--- config.mk ---
export PLATFORM = sky130hd
export DESIGN_NAME = rep_sampler
export DESIGN_NICKNAME = d
export VERILOG_FILES = /design/src/rep_pkg.sv /design/src/rep_bhb.sv /design/src/rep_sampler.sv
export VERILOG_INCLUDE_DIRS = /design/src
export SDC_FILE = /design/constraint.sdc
export NUM_CORES = 2
export LEC_CHECK = 0
export BUFFER_PORTS_ARGS = -buffer_cell sky130_fd_sc_hd__buf_4
export CAP_MARGIN = 20
export CORE_MARGIN = 2
export CORE_UTILIZATION = 35
export DETAILED_ROUTE_END_ITERATION = 10
export MAX_ROUTING_LAYER = met4
export PLACE_DENSITY = 0.55
export SETUP_SLACK_MARGIN = 0.15
export SYNTH_ARGS = -nofsm -noshare
export SYNTH_HDL_FRONTEND = slang
export SYNTH_HIERARCHICAL = 1
export SYNTH_SLANG_ARGS = --single-unit
--- constraint.sdc ---
create_clock -name sys_clk -period 6.3 [get_ports sys_clk]
set_input_delay 1.575 -clock sys_clk [delete_from_list [all_inputs] [get_ports sys_clk]]
set_output_delay 1.575 -clock sys_clk [all_outputs]
set_load 0.01 [all_outputs]
--- src/rep_consts.svh ---
// Constants for the retired-event counter and precise sampler.
// Assumes inclusion by bare name from the design files only.
`ifndef REP_CONSTS_SVH
`define REP_CONSTS_SVH

// -----------------------------------------------------------------
// Widths and sizes
// -----------------------------------------------------------------
`define REP_IP_W       48
`define REP_CTR_W      48
`define REP_CNT_W      3
`define REP_BHB_DEPTH  16
`define REP_BHB_IDX_W  4
`define REP_FILT_W     9
`define REP_BTYPE_W    7

// -----------------------------------------------------------------
// Event codes and sub-event masks
// -----------------------------------------------------------------
`define REP_EVT_INST    8'hc0
`define REP_EVT_UOPS    8'hc2
`define REP_EVT_BRANCH  8'hc4
`define REP_EVT_VECTOR  8'hc7
`define REP_EVT_ASSIST  8'hf7
`define REP_MASK_01     8'h01
`define REP_MASK_02     8'h02
`define REP_MASK_04     8'h04
`define REP_MASK_08     8'h08
`define REP_MASK_10     8'h10

// -----------------------------------------------------------------
// Filter bit positions and reset values
// -----------------------------------------------------------------
`define REP_FILT_RING0  0
`define REP_FILT_RING3  1
`define REP_FILT_TYPE0  2
`define REP_CTR_RST     48'h0000_0000_0000
`define REP_IP_RST      48'h0000_0000_0000
`define REP_PTR_RST     4'h0

`endif

--- src/rep_pkg.sv ---
// Types shared by the retired-event sampler files.
// Assumes the constants header is compiled alongside.
package rep_pkg;

  // Precise sampling sequencer states
  typedef enum logic [1:0] {
    REP_IDLE  = 2'b00,
    REP_ARMED = 2'b01,
    REP_HELD  = 2'b10
  } rep_state_t;

endpackage

--- src/rep_bhb.sv ---
// Rotating taken-branch history buffer of source and target pairs.
// Assumes branch info arrives at retirement, one branch per cycle.
`timescale 1ns/100ps
`include "rep_consts.svh"

module rep_bhb (
  input  wire logic                        sys_clk,
  input  wire logic                        srst,
  input  wire logic                        brTaken,
  input  wire logic                        brRing0,
  input  wire logic [`REP_BTYPE_W-1:0]     brType,
  input  wire logic [`REP_IP_W-1:0]        brSrc,
  input  wire logic [`REP_IP_W-1:0]        brTgt,
  input  wire logic [`REP_FILT_W-1:0]      filterBits,
  input  wire logic                        freeze,
  input  wire logic [`REP_BHB_IDX_W-1:0]   rdIdx,
  output logic      [`REP_IP_W-1:0]        rdSrc,
  output logic      [`REP_IP_W-1:0]        rdTgt,
  output logic      [`REP_BHB_IDX_W-1:0]   topIdx
);

  // -----------------------------------------------------------------
  // Record qualification
  // -----------------------------------------------------------------
  logic                      recordEn;
  logic                      ringOk;
  logic                      typeOk;
  logic [`REP_BHB_IDX_W-1:0] ptr_reg;
  logic [`REP_BHB_IDX_W-1:0] ptr_next;
  logic [`REP_IP_W-1:0]      srcMem [`REP_BHB_DEPTH];
  logic [`REP_IP_W-1:0]      tgtMem [`REP_BHB_DEPTH];
  logic [`REP_IP_W-1:0]      rdSrc_next;
  logic [`REP_IP_W-1:0]      rdTgt_next;

  // All-zero filter excludes nothing, so every taken branch lands while freeze is low
  always_comb begin
    ringOk   = brRing0 ? !filterBits[`REP_FILT_RING0]
                       : !filterBits[`REP_FILT_RING3];
    typeOk   = (brType & filterBits[`REP_FILT_W-1:`REP_FILT_TYPE0])
               == '0;
    recordEn = brTaken && ringOk && typeOk && !freeze;
    ptr_next = recordEn ? ptr_reg + 4'h1 : ptr_reg;
  end

  always_ff @(posedge sys_clk) begin
    if (srst) begin
      ptr_reg <= `REP_PTR_RST;
    end else begin
      ptr_reg <= ptr_next;
    end
  end

  // -----------------------------------------------------------------
  // Ring storage, oldest slot overwritten at the write pointer
  // -----------------------------------------------------------------
  genvar gi;
  generate
    for (gi = 0; gi < `REP_BHB_DEPTH; gi++) begin : gEntry
      logic [`REP_IP_W-1:0] srcNext;
      logic [`REP_IP_W-1:0] tgtNext;
      always_comb begin
        srcNext = srcMem[gi];
        tgtNext = tgtMem[gi];
        if (recordEn && ptr_reg == gi[`REP_BHB_IDX_W-1:0]) begin
          srcNext = brSrc;
          tgtNext = brTgt;
        end
      end
      always_ff @(posedge sys_clk) begin
        if (srst) begin
          srcMem[gi] <= `REP_IP_RST;
          tgtMem[gi] <= `REP_IP_RST;
        end else begin
          srcMem[gi] <= srcNext;
          tgtMem[gi] <= tgtNext;
        end
      end
    end
  endgenerate

  // Registered read keeps data outputs off the storage mux
  always_comb begin
    rdSrc_next = srcMem[rdIdx];
    rdTgt_next = tgtMem[rdIdx];
  end

  always_ff @(posedge sys_clk) begin
    if (srst) begin
      rdSrc <= `REP_IP_RST;
      rdTgt <= `REP_IP_RST;
    end else begin
      rdSrc <= rdSrc_next;
      rdTgt <= rdTgt_next;
    end
  end

  // Most recent entry sits one behind the write pointer
  assign topIdx = ptr_reg - 4'h1;

endmodule // rep_bhb

--- src/rep_sampler.sv ---
// Retired-event counter with precise sampling and deferred interrupt.
// Assumes retirement info is synchronous and valid every cycle.
`timescale 1ns/100ps
`include "rep_consts.svh"

module rep_sampler (
  input  wire logic                        sys_clk,
  input  wire logic                        srst,
  // Configuration
  input  wire logic                        ctrEnable,
  input  wire logic [7:0]                  evtSel,
  input  wire logic [7:0]                  subMask,
  input  wire logic [7:0]                  countThreshold,
  input  wire logic                        thresholdInvert,
  input  wire logic                        edgeDetect,
  input  wire logic                        countRing0,
  input  wire logic                        countRing3,
  input  wire logic                        preciseEnable,
  input  wire logic                        ctrWrite,
  input  wire logic [`REP_CTR_W-1:0]       ctrWrData,
  input  wire logic [`REP_FILT_W-1:0]      filterBits,
  // Retirement stream
  input  wire logic                        curRing0,
  input  wire logic                        intMasked,
  input  wire logic [`REP_IP_W-1:0]        retIp,
  input  wire logic [`REP_IP_W-1:0]        retNextIp,
  input  wire logic [`REP_CNT_W-1:0]       instRetired,
  input  wire logic [`REP_CNT_W-1:0]       uopsRetired,
  input  wire logic [`REP_CNT_W-1:0]       slotsUsed,
  input  wire logic [`REP_CNT_W-1:0]       fusedRetired,
  input  wire logic [`REP_CNT_W-1:0]       legacyFpRetired,
  input  wire logic [`REP_CNT_W-1:0]       multimediaRetired,
  input  wire logic [`REP_CNT_W-1:0]       vecPackedSingle,
  input  wire logic [`REP_CNT_W-1:0]       vecScalarSingle,
  input  wire logic [`REP_CNT_W-1:0]       vecPackedDouble,
  input  wire logic [`REP_CNT_W-1:0]       vecScalarDouble,
  input  wire logic [`REP_CNT_W-1:0]       vecInteger,
  input  wire logic                        assistValid,
  input  wire logic                        assistVector,
  input  wire logic                        assistInput,
  input  wire logic                        assistOutput,
  input  wire logic                        brRetired,
  input  wire logic                        brTaken,
  input  wire logic [`REP_BTYPE_W-1:0]     brType,
  // History buffer read
  input  wire logic [`REP_BHB_IDX_W-1:0]   bhbRdIdx,
  output logic      [`REP_IP_W-1:0]        bhbRdSrc,
  output logic      [`REP_IP_W-1:0]        bhbRdTgt,
  output logic      [`REP_BHB_IDX_W-1:0]   bhbTopIdx,
  // Results
  output logic      [`REP_CTR_W-1:0]       ctrValue,
  output logic      [`REP_IP_W-1:0]        sampleIp,
  output logic                             sampleValid,
  output logic                             samplePending,
  output logic                             counter_overflow_interrupt
);

  // -----------------------------------------------------------------
  // Event selection
  // -----------------------------------------------------------------
  logic [`REP_CNT_W-1:0] evtCnt;
  logic                  x87Assist;
  logic                  isBranchEvt;
  logic                  preciseOk;

  // Vector-instruction assists are dropped before any assist mask
  always_comb begin
    x87Assist   = assistValid && !assistVector;
    isBranchEvt = (evtSel == `REP_EVT_BRANCH);
    evtCnt      = '0;
    case (evtSel)
      `REP_EVT_INST: begin
        case (subMask)
          `REP_MASK_01: evtCnt = instRetired;
          `REP_MASK_02: evtCnt = legacyFpRetired;
          `REP_MASK_04: evtCnt = multimediaRetired;
          default:      evtCnt = '0;
        endcase
      end
      `REP_EVT_UOPS: begin
        case (subMask)
          `REP_MASK_01: evtCnt = uopsRetired;
          `REP_MASK_02: evtCnt = slotsUsed;
          `REP_MASK_04: evtCnt = fusedRetired;
          default:      evtCnt = '0;
        endcase
      end
      `REP_EVT_VECTOR: begin
        case (subMask)
          `REP_MASK_01: evtCnt = vecPackedSingle;
          `REP_MASK_02: evtCnt = vecScalarSingle;
          `REP_MASK_04: evtCnt = vecPackedDouble;
          `REP_MASK_08: evtCnt = vecScalarDouble;
          `REP_MASK_10: evtCnt = vecInteger;
          default:      evtCnt = '0;
        endcase
      end
      `REP_EVT_ASSIST: begin
        case (subMask)
          `REP_MASK_01: evtCnt = {2'b00, x87Assist};
          `REP_MASK_02: evtCnt = {2'b00, x87Assist && assistInput};
          `REP_MASK_04: evtCnt = {2'b00, x87Assist && assistOutput};
          default:      evtCnt = '0;
        endcase
      end
      `REP_EVT_BRANCH: begin
        evtCnt = (subMask == `REP_MASK_04) ? {2'b00, brRetired} : '0;
      end
      default: evtCnt = '0;
    endcase
    // Precise capture is offered for instruction and uop events under mask 01 and branch events under mask 04
    preciseOk = ((evtSel == `REP_EVT_INST || evtSel == `REP_EVT_UOPS)
                 && subMask == `REP_MASK_01)
                || (isBranchEvt && subMask == `REP_MASK_04);
  end

  // -----------------------------------------------------------------
  // Threshold, invert and edge qualification
  // -----------------------------------------------------------------
  logic                  cmpTrue;
  logic                  cmpPrev_reg;
  logic                  cmpPrev_next;
  logic                  ringOk;
  logic [`REP_CNT_W-1:0] incr;

  // Cycle events like halted cycles produce zero, which still passes
  // an inverted compare, so cycle counting needs no halt input
  always_comb begin
    ringOk = curRing0 ? countRing0 : countRing3;
    if (thresholdInvert) begin
      cmpTrue = {5'b00000, evtCnt} < countThreshold;
    end else begin
      cmpTrue = {5'b00000, evtCnt} >= countThreshold;
    end
    cmpPrev_next = cmpTrue;
    incr = '0;
    if (ctrEnable && ringOk) begin
      if (edgeDetect) begin
        incr = {2'b00, cmpTrue && !cmpPrev_reg};
      end else if (countThreshold == 8'h00 && !thresholdInvert) begin
        incr = evtCnt;
      end else begin
        incr = {2'b00, cmpTrue};
      end
    end
  end

  always_ff @(posedge sys_clk) begin
    if (srst) begin
      cmpPrev_reg <= 1'b0;
    end else begin
      cmpPrev_reg <= cmpPrev_next;
    end
  end

  // -----------------------------------------------------------------
  // Counter and precise sample sequencer
  // -----------------------------------------------------------------
  rep_pkg::rep_state_t    state_reg;
  rep_pkg::rep_state_t    state_next;
  logic [`REP_CTR_W:0]    sum;
  logic                   overflow;
  logic [`REP_CTR_W-1:0]  ctr_reg;
  logic [`REP_CTR_W-1:0]  ctr_next;
  logic [`REP_IP_W-1:0]   ip_reg;
  logic [`REP_IP_W-1:0]   ip_next;
  logic                   valid_reg;
  logic                   valid_next;
  logic                   irq_reg;
  logic                   irq_next;

  // A sample is taken at the first counted instruction after wrap
  always_comb begin
    sum        = {1'b0, ctr_reg} + {{`REP_CTR_W-2{1'b0}}, incr};
    overflow   = sum[`REP_CTR_W];
    ctr_next   = ctrWrite ? ctrWrData : sum[`REP_CTR_W-1:0];
    state_next = state_reg;
    ip_next    = ip_reg;
    valid_next = valid_reg;
    irq_next   = 1'b0;
    case (state_reg)
      rep_pkg::REP_IDLE: begin
        if (overflow && !ctrWrite) begin
          if (preciseEnable && preciseOk) begin
            state_next = rep_pkg::REP_ARMED;
            valid_next = 1'b0;
          end else begin
            state_next = rep_pkg::REP_HELD;
          end
        end
      end
      rep_pkg::REP_ARMED: begin
        // Masking does not stop the capture, only the interrupt
        if (incr != '0) begin
          ip_next    = isBranchEvt ? retNextIp : retIp;
          valid_next = 1'b1;
          state_next = rep_pkg::REP_HELD;
        end
      end
      rep_pkg::REP_HELD: begin
        if (!intMasked) begin
          irq_next   = 1'b1;
          state_next = rep_pkg::REP_IDLE;
        end
      end
      default: state_next = rep_pkg::REP_IDLE;
    endcase
  end

  // Sample register only loads in ARMED, so it is frozen while held
  always_ff @(posedge sys_clk) begin
    if (srst) begin
      state_reg <= rep_pkg::REP_IDLE;
      ctr_reg   <= `REP_CTR_RST;
      ip_reg    <= `REP_IP_RST;
      valid_reg <= 1'b0;
      irq_reg   <= 1'b0;
    end else begin
      state_reg <= state_next;
      ctr_reg   <= ctr_next;
      ip_reg    <= ip_next;
      valid_reg <= valid_next;
      irq_reg   <= irq_next;
    end
  end

  assign ctrValue                   = ctr_reg;
  assign sampleIp                   = ip_reg;
  assign sampleValid                = valid_reg;
  assign samplePending              = (state_reg != rep_pkg::REP_IDLE);
  assign counter_overflow_interrupt = irq_reg;

  // -----------------------------------------------------------------
  // Branch history buffer, frozen while the sequencer is in HELD
  // -----------------------------------------------------------------
  // Freezing keeps the trail consistent with the sample; the cost is
  // that branches in the shadow before the interrupt are lost
  rep_bhb rep_bhb_i (
    .sys_clk    (sys_clk),
    .srst       (srst),
    .brTaken    (brRetired && brTaken),
    .brRing0    (curRing0),
    .brType     (brType),
    .brSrc      (retIp),
    .brTgt      (retNextIp),
    .filterBits (filterBits),
    .freeze     (state_reg == rep_pkg::REP_HELD),
    .rdIdx      (bhbRdIdx),
    .rdSrc      (bhbRdSrc),
    .rdTgt      (bhbRdTgt),
    .topIdx     (bhbTopIdx)
  );

endmodule // rep_sampler

### After elaboration in Yosys (flattened, before gate mapping)

Memories as Yosys holds them, arrays and structs flattened. A register that Yosys moved wholly into a read port is not among the register bits.
Cells that the tools add are included.

* $add $sub $neg: 3
* magnitude comparators: 2
* equality and inequality tests: 47
* muxes and demuxes: 91
* bitwise logic cells: 34
* reductions and logical operators: 66

Operator list (number)
* 48-bit two-way mux: 66
* 48-bit by 3-bit adder with 49-bit output: 1
* 8-bit equality test (second input constant): 5
* 2-bit AND reduction: 17
* 4-bit equality test (second input constant): 8
* 1-bit OR: 32
* 1-bit logical AND: 30
* 3-bit case mux with 5 select lines: 2
* 3-bit case mux with 3 select lines: 2
* 4-bit by 3-bit equality test with 1-bit output (second input constant): 4
* 1-bit inequality test (second input constant): 16
* 1-bit two-way mux: 11
* 3-bit two-way mux: 3
* 4-bit by 2-bit equality test with 1-bit output (second input constant): 2
* 8-bit by 1-bit equality test with 1-bit output (second input constant): 1
* 8-bit by 2-bit equality test with 1-bit output (second input constant): 1
* 8-bit by 3-bit equality test with 1-bit output (second input constant): 1
* 8-bit by 4-bit equality test with 1-bit output (second input constant): 1
* 8-bit by 5-bit equality test with 1-bit output (second input constant): 1
* 3-bit by 8-bit greater-or-equal comparator with 1-bit output: 1
* 8-bit zero test: 1
* 3-bit by 8-bit less-than comparator with 1-bit output: 1
* 2-bit two-way mux: 4
* 2-bit inequality test (second input constant): 4
* 20 further kinds: 28

* bits in registers: 105
* memory bits (writable): 1536
* output and inout port bits: 199
* memories kept: 2

Memory list
* rep_bhb_i.srcMem: words 16, bits a word 48, rd ports 1, clocked after memory_dff 1, wr ports 16, RTL line rep_bhb.sv:30 `` logic [`REP_IP_W-1:0] srcMem [`REP_BHB_DEPTH]; ``
* rep_bhb_i.tgtMem: words 16, bits a word 48, rd ports 1, clocked after memory_dff 1, wr ports 16, RTL line rep_bhb.sv:31 `` logic [`REP_IP_W-1:0] tgtMem [`REP_BHB_DEPTH]; ``

### Logic depth before layout (Yosys ltp)

* word-level depth: 14
* mapped depth: 24
* mapped depth without buffers: 22

### Modules after synthesis

Netlist, hierarchy kept.

By module, submodules not included
* rep_bhb: instances 1, cells an instance 5426, area an instance 69754.4 µm², seq. area each 48126.2 µm²
* rep_sampler: instances 1, cells an instance 711, area an instance 5955.7 µm², seq. area each 2021.9 µm²

### Worst setup path after synthesis

No wires, ideal clock.

* kind: input port to flip-flop
* start: in subMask[5]
* end: reg state_reg[0]
* setup time: 70 ps
* arrival: 6465 ps
* data required time: 6230 ps
* path slack: -235 ps
* stages on the path: 24
* buffers on the path: 2
* cell sequence: or4_4 > buf_6 > nor4b_1 > a221o_1 > and2_1 > a221o_1 > ha_1 > a21oi_1 > o21ai_0 > and3_1 > nor2_1 > o211ai_1 > a21oi_1 > ha_1 > fa_1 > a21o_1 > nor3b_1 > and3_1 > clkbuf_1 > nand2_1 > nor4_1 > nor2_1 > nor3b_1 > o2bb2ai_1

* longest elaborated chain between the ends: 12
* elaborated cells between the ends (all ways): 31
* those cells by class: add/sub: 1; order compare: 2; eq/ne: 7; mux: 13; reduce/logical: 8

RTL lines
* from (decl): RTL line rep_sampler.sv:12 `input wire logic [7:0] subMask,`
* 8-bit by 5-bit equality test with 1-bit output (tied with other cells): RTL line rep_sampler.sv:89 `case (subMask)`
* 3-bit case mux with 5 select lines (tied with other cells): RTL line rep_sampler.sv:89
* 3-bit case mux with 5 select lines: RTL line rep_sampler.sv:71 `case (evtSel)`
* 3-bit by 8-bit greater-or-equal comparator with 1-bit output or 3-bit by 8-bit less-than comparator with 1-bit output (tied branches): RTL line rep_sampler.sv:133, rep_sampler.sv:131
* 1-bit two-way mux: RTL line rep_sampler.sv:130 `if (thresholdInvert) begin`
* 3-bit two-way mux or 1-bit logical AND (tied branches): RTL line rep_sampler.sv:140, rep_sampler.sv:139
* 3-bit two-way mux: RTL line rep_sampler.sv:138 `if (edgeDetect) begin`
* 3-bit two-way mux: RTL line rep_sampler.sv:137 `if (ctrEnable && ringOk) begin`
* 48-bit by 3-bit adder with 49-bit output: RTL line rep_sampler.sv:174 `` sum = {1'b0, ctr_reg} + {{`REP_CTR_W-2{1'b0}}, incr}; ``
* 1-bit logical AND: RTL line rep_sampler.sv:183 `if (overflow && !ctrWrite) begin`
* 2-bit inequality test (no source line)
* 3-bit AND reduction (no source line)
* to (signal assigned): RTL line rep_sampler.sv:213 `state_reg <= rep_pkg::REP_IDLE;`
* to (signal assigned): RTL line rep_sampler.sv:219 `state_reg <= state_next;`
* to (decl): RTL line rep_sampler.sv:159 `rep_pkg::rep_state_t state_reg;`

Several ways; a longest one is shown, not always the timed one. The select of a mux whose other input is x is not followed.
A chain may end at the register's enable or synchronous reset.

### Final worst setup path

Same ends and word-level chain as after synthesis.

==> results.md <==
* Outcome: completed
* Number of synthesized flops with an enable pin at 1,536
* Cell variety after synth at 69
* Switching pwr at 6.19 mW
* Synth top area share at 0.609
* First-pass GRT wire length at 375,000 um
* Vias in the first global route at 52,267
* H-tree level count at 4
* Fraction of layout cells with a size suffix above 1 at 0.145
* Initial Util at 0.352
* Final Core Density at 0.414
* Asr flop ratio synth at 0
* Hold Crit Class: reg2reg
* Final setup violation count at 0
* Core area at 0.215 mm2
* Root buffer cell: clkbuf_16
* Final instance count without filler cells at 9,511
* Worst slew margin at 0.284
* Post-synth top cells: 1,627 x nor2_1, 1,536 x edfxtp_1, 785 x mux2i_1
* Cts bufs inserted at 192
* Die ar. at 0.220 mm2
* I/O Pins at 437
* Critical path class: in2reg
* Routability cong. at 0.881
* Comb pwr share at 0.077
* Initial antenna violation count at 24
* Max_cap viols at 0
* Yosys warns at 6
* Die Y at 469 um
* Lkg Pwr at 32.9 nW
* Post-CTS Setup Inserts at 0
* Avg Inst Size Synth at 12.3 um2
* Largest area contributor in the netlist: edfxtp_1
* DRT iter0 DRCs at 5,570
* Overflow after GRT at 0
* Yosys reg bits at 1,737
* Worst hold path cell count at 2
* Worst Path Arrival at 6.58 ns
* Cell Rows at 170
* Post_cts resized at 0
* Period utilisation layout at 0.924
* Critical Path End Type: flop
* Placed cells at 9,139
* I/O Buffers at 436
* Vias per std cell at 5.49
* Clock share of power at 0.425
* Reg clk slew, reported paths at 0.06 ns
* VDD IR-drop max at 0.000292 V
* Final hold violations at 0
* Worst setup SP type: input port
* Total track usage at 0.243
* CTS tree: yes
* Sink Count at 1,737
* CTS Hold Bufs at 0
* R2R cell count at 5
* Drt pass-1 iters at 6
* Final net count at 6,745
* Clk_lat worst skew at 0.84 ns
* Critical Path RT at 7.06 ns
* Residual DRC at 0
* Routed WL at 265,000 um
* Die width at 469 um
* Maximum clock rate at 0.172 GHz
* Top-count cell post-synth: nor2_1
* Internal power at 20.0 mW
* Largest registers: rep_bhb_i/srcMem x768, rep_bhb_i/tgtMem x768
* Mapped Nets at 6,387
* Via count at 52,178
* Synth top area cells: edfxtp_1 61%, mux2i_1 10%, nor2_1 8.1%
* Seq pwr share at 0.498
* Worst-margin pin slew at 1.07 ns
* Final max-slew violation count at 0
* Sequential area share after synthesis at 0.662
* Routed Antenna Nets at 0
* WL per Instance at 27.8 um
* Min Tclk post-route at 5.82 ns
* RSZ-0062 raised after global routing: no
* PD cells at 295 mW/mm2
* Largest net degree at the start of global routing at 164
* Syn-to-layout area delta at 17.5%
* DP HPWL at 153,000 um
* Worst clock skew at 0.0300 ns
* Main synth FF type: edfxtp_1
* Fill cells at 20,257
* Synthesized instance count at 6,137
* Max Fanout on Critical Path at 6
* Clk buf depth at 3
* Mapped cell area at 0.0757 mm2
* Sw frac at 0.236
[through the flow]
| step | hold WS [ns] | TNS, ns | area [um2] | setup slack [ns] | power [mW] |
|---|---|---|---|---|---|
| after global placement | 0.507 | -3.42 | 82700 | -0.301 | 15.3 |
| after global routing | 0.593 | 0 | 88900 | 0.157 | 27.0 |
| after CTS | 0.560 | 0 | 88900 | 0.542 | 26.4 |
| after floorplan | 0.483 | 0 | 75700 | 0.223 | 14.2 |
| final | 0.568 | 0 | 88900 | 0.478 | 26.2 |
| after detailed placement | 0.549 | -2.70 | 82700 | -0.341 | 15.3 |
[routing by layer]
| layer | vias to the layer above | share of wire | track usage |
|---|---|---|---|
| met3 | 354 | 0.080 | 0.0414 |
| met4 | 0 | 0.029 | 0.0743 |
| li1 | 22944 | - | - |
| met1 | 26517 | 0.42 | 0.318 |
| met5 | - | 0 | - |
| met2 | 2363 | 0.47 | 0.385 |
[placed cells by master (no fill, tap or decap), drive strengths merged, types with 30 or more instances in the layout]
cell type,n
mux2i,785
buf,623
a311oi,48
a21oi,40
a22oi,355
xor2,30
nor2,1627
clkbuf,271
nand2,608
o22ai,78
edfxtp,1536
nor3,67
dfxtp,201
o21ai,52
clkinv,61
[logic make-up (layout without fill, tap and decap cells)]
logic type,count (synthesis),after routing,share of synthesized area
flops,1737,1737,0.662
mux,809,809,0.110
compound gates,642,642,0.0620
xor+xnor,46,46,0.00532
buf+inv,474,995,0.0316
other cells,0,15,0
simple gates,2417,2417,0.126
fa+ha+maj,12,12,0.00208
[critical path, cell delays in order]
cell and delay (ns):
buf_4 0.11, or4_4 0.58, buf_4 0.16, nor4b_2 0.35, buf_4 0.19, a221o_1 0.17
and2_1 0.13, a221o_1 0.14, ha_1 0.25, nand2_1 0.09, o21ai_0 0.10, and3_1 0.23
nor2_1 0.12, o211ai_1 0.12, a21oi_1 0.23, ha_1 0.23, fa_1 0.20, a21o_1 0.17
nor3b_4 0.20, and3_1 0.36, nand2_1 0.17, nor4_1 0.20, nor2_1 0.12, nor3b_1 0.23
o2bb2ai_1 0.15
[power groups by stage]
stage	sequential, mW	combinational [mW]	clock (mW)
6_report	13.1	2.02	11.1
5_1_grt	13.1	2.12	11.7
4_1_cts	13.1	2.02	11.3
3_5_place_dp	13.3	2.02	0
3_3_place_gp	13.3	2.02	0
2_1_floorplan	13.3	0.948	0
[worst paths after layout]
check | start | endpoint | slack (ns)
worst max-delay path | subMask[5] | state_reg[0] | 0.48
worst min register to register | state_reg[0] | state_reg[0] | 0.57
worst min-delay path | state_reg[0] | state_reg[0] | 0.57
worst max register to register | state_reg[1] | rep_bhb_i/tgtMem[14][9] | 2.51
[final cells by class]
class                      instances  area (um2)  share of cell area
tap                             2838        3550              0.0399
timing repair buffer             623        5540              0.0623
sequential                      1737       50100               0.564
clock buffer                     271        5280              0.0594
clock inverter                    86         873             0.00982
multi-input combinational       3926       23500               0.264
inverter                          15        56.3            0.000633
antenna                           15        37.5            0.000422
Power figures use the tool's default switching activity.
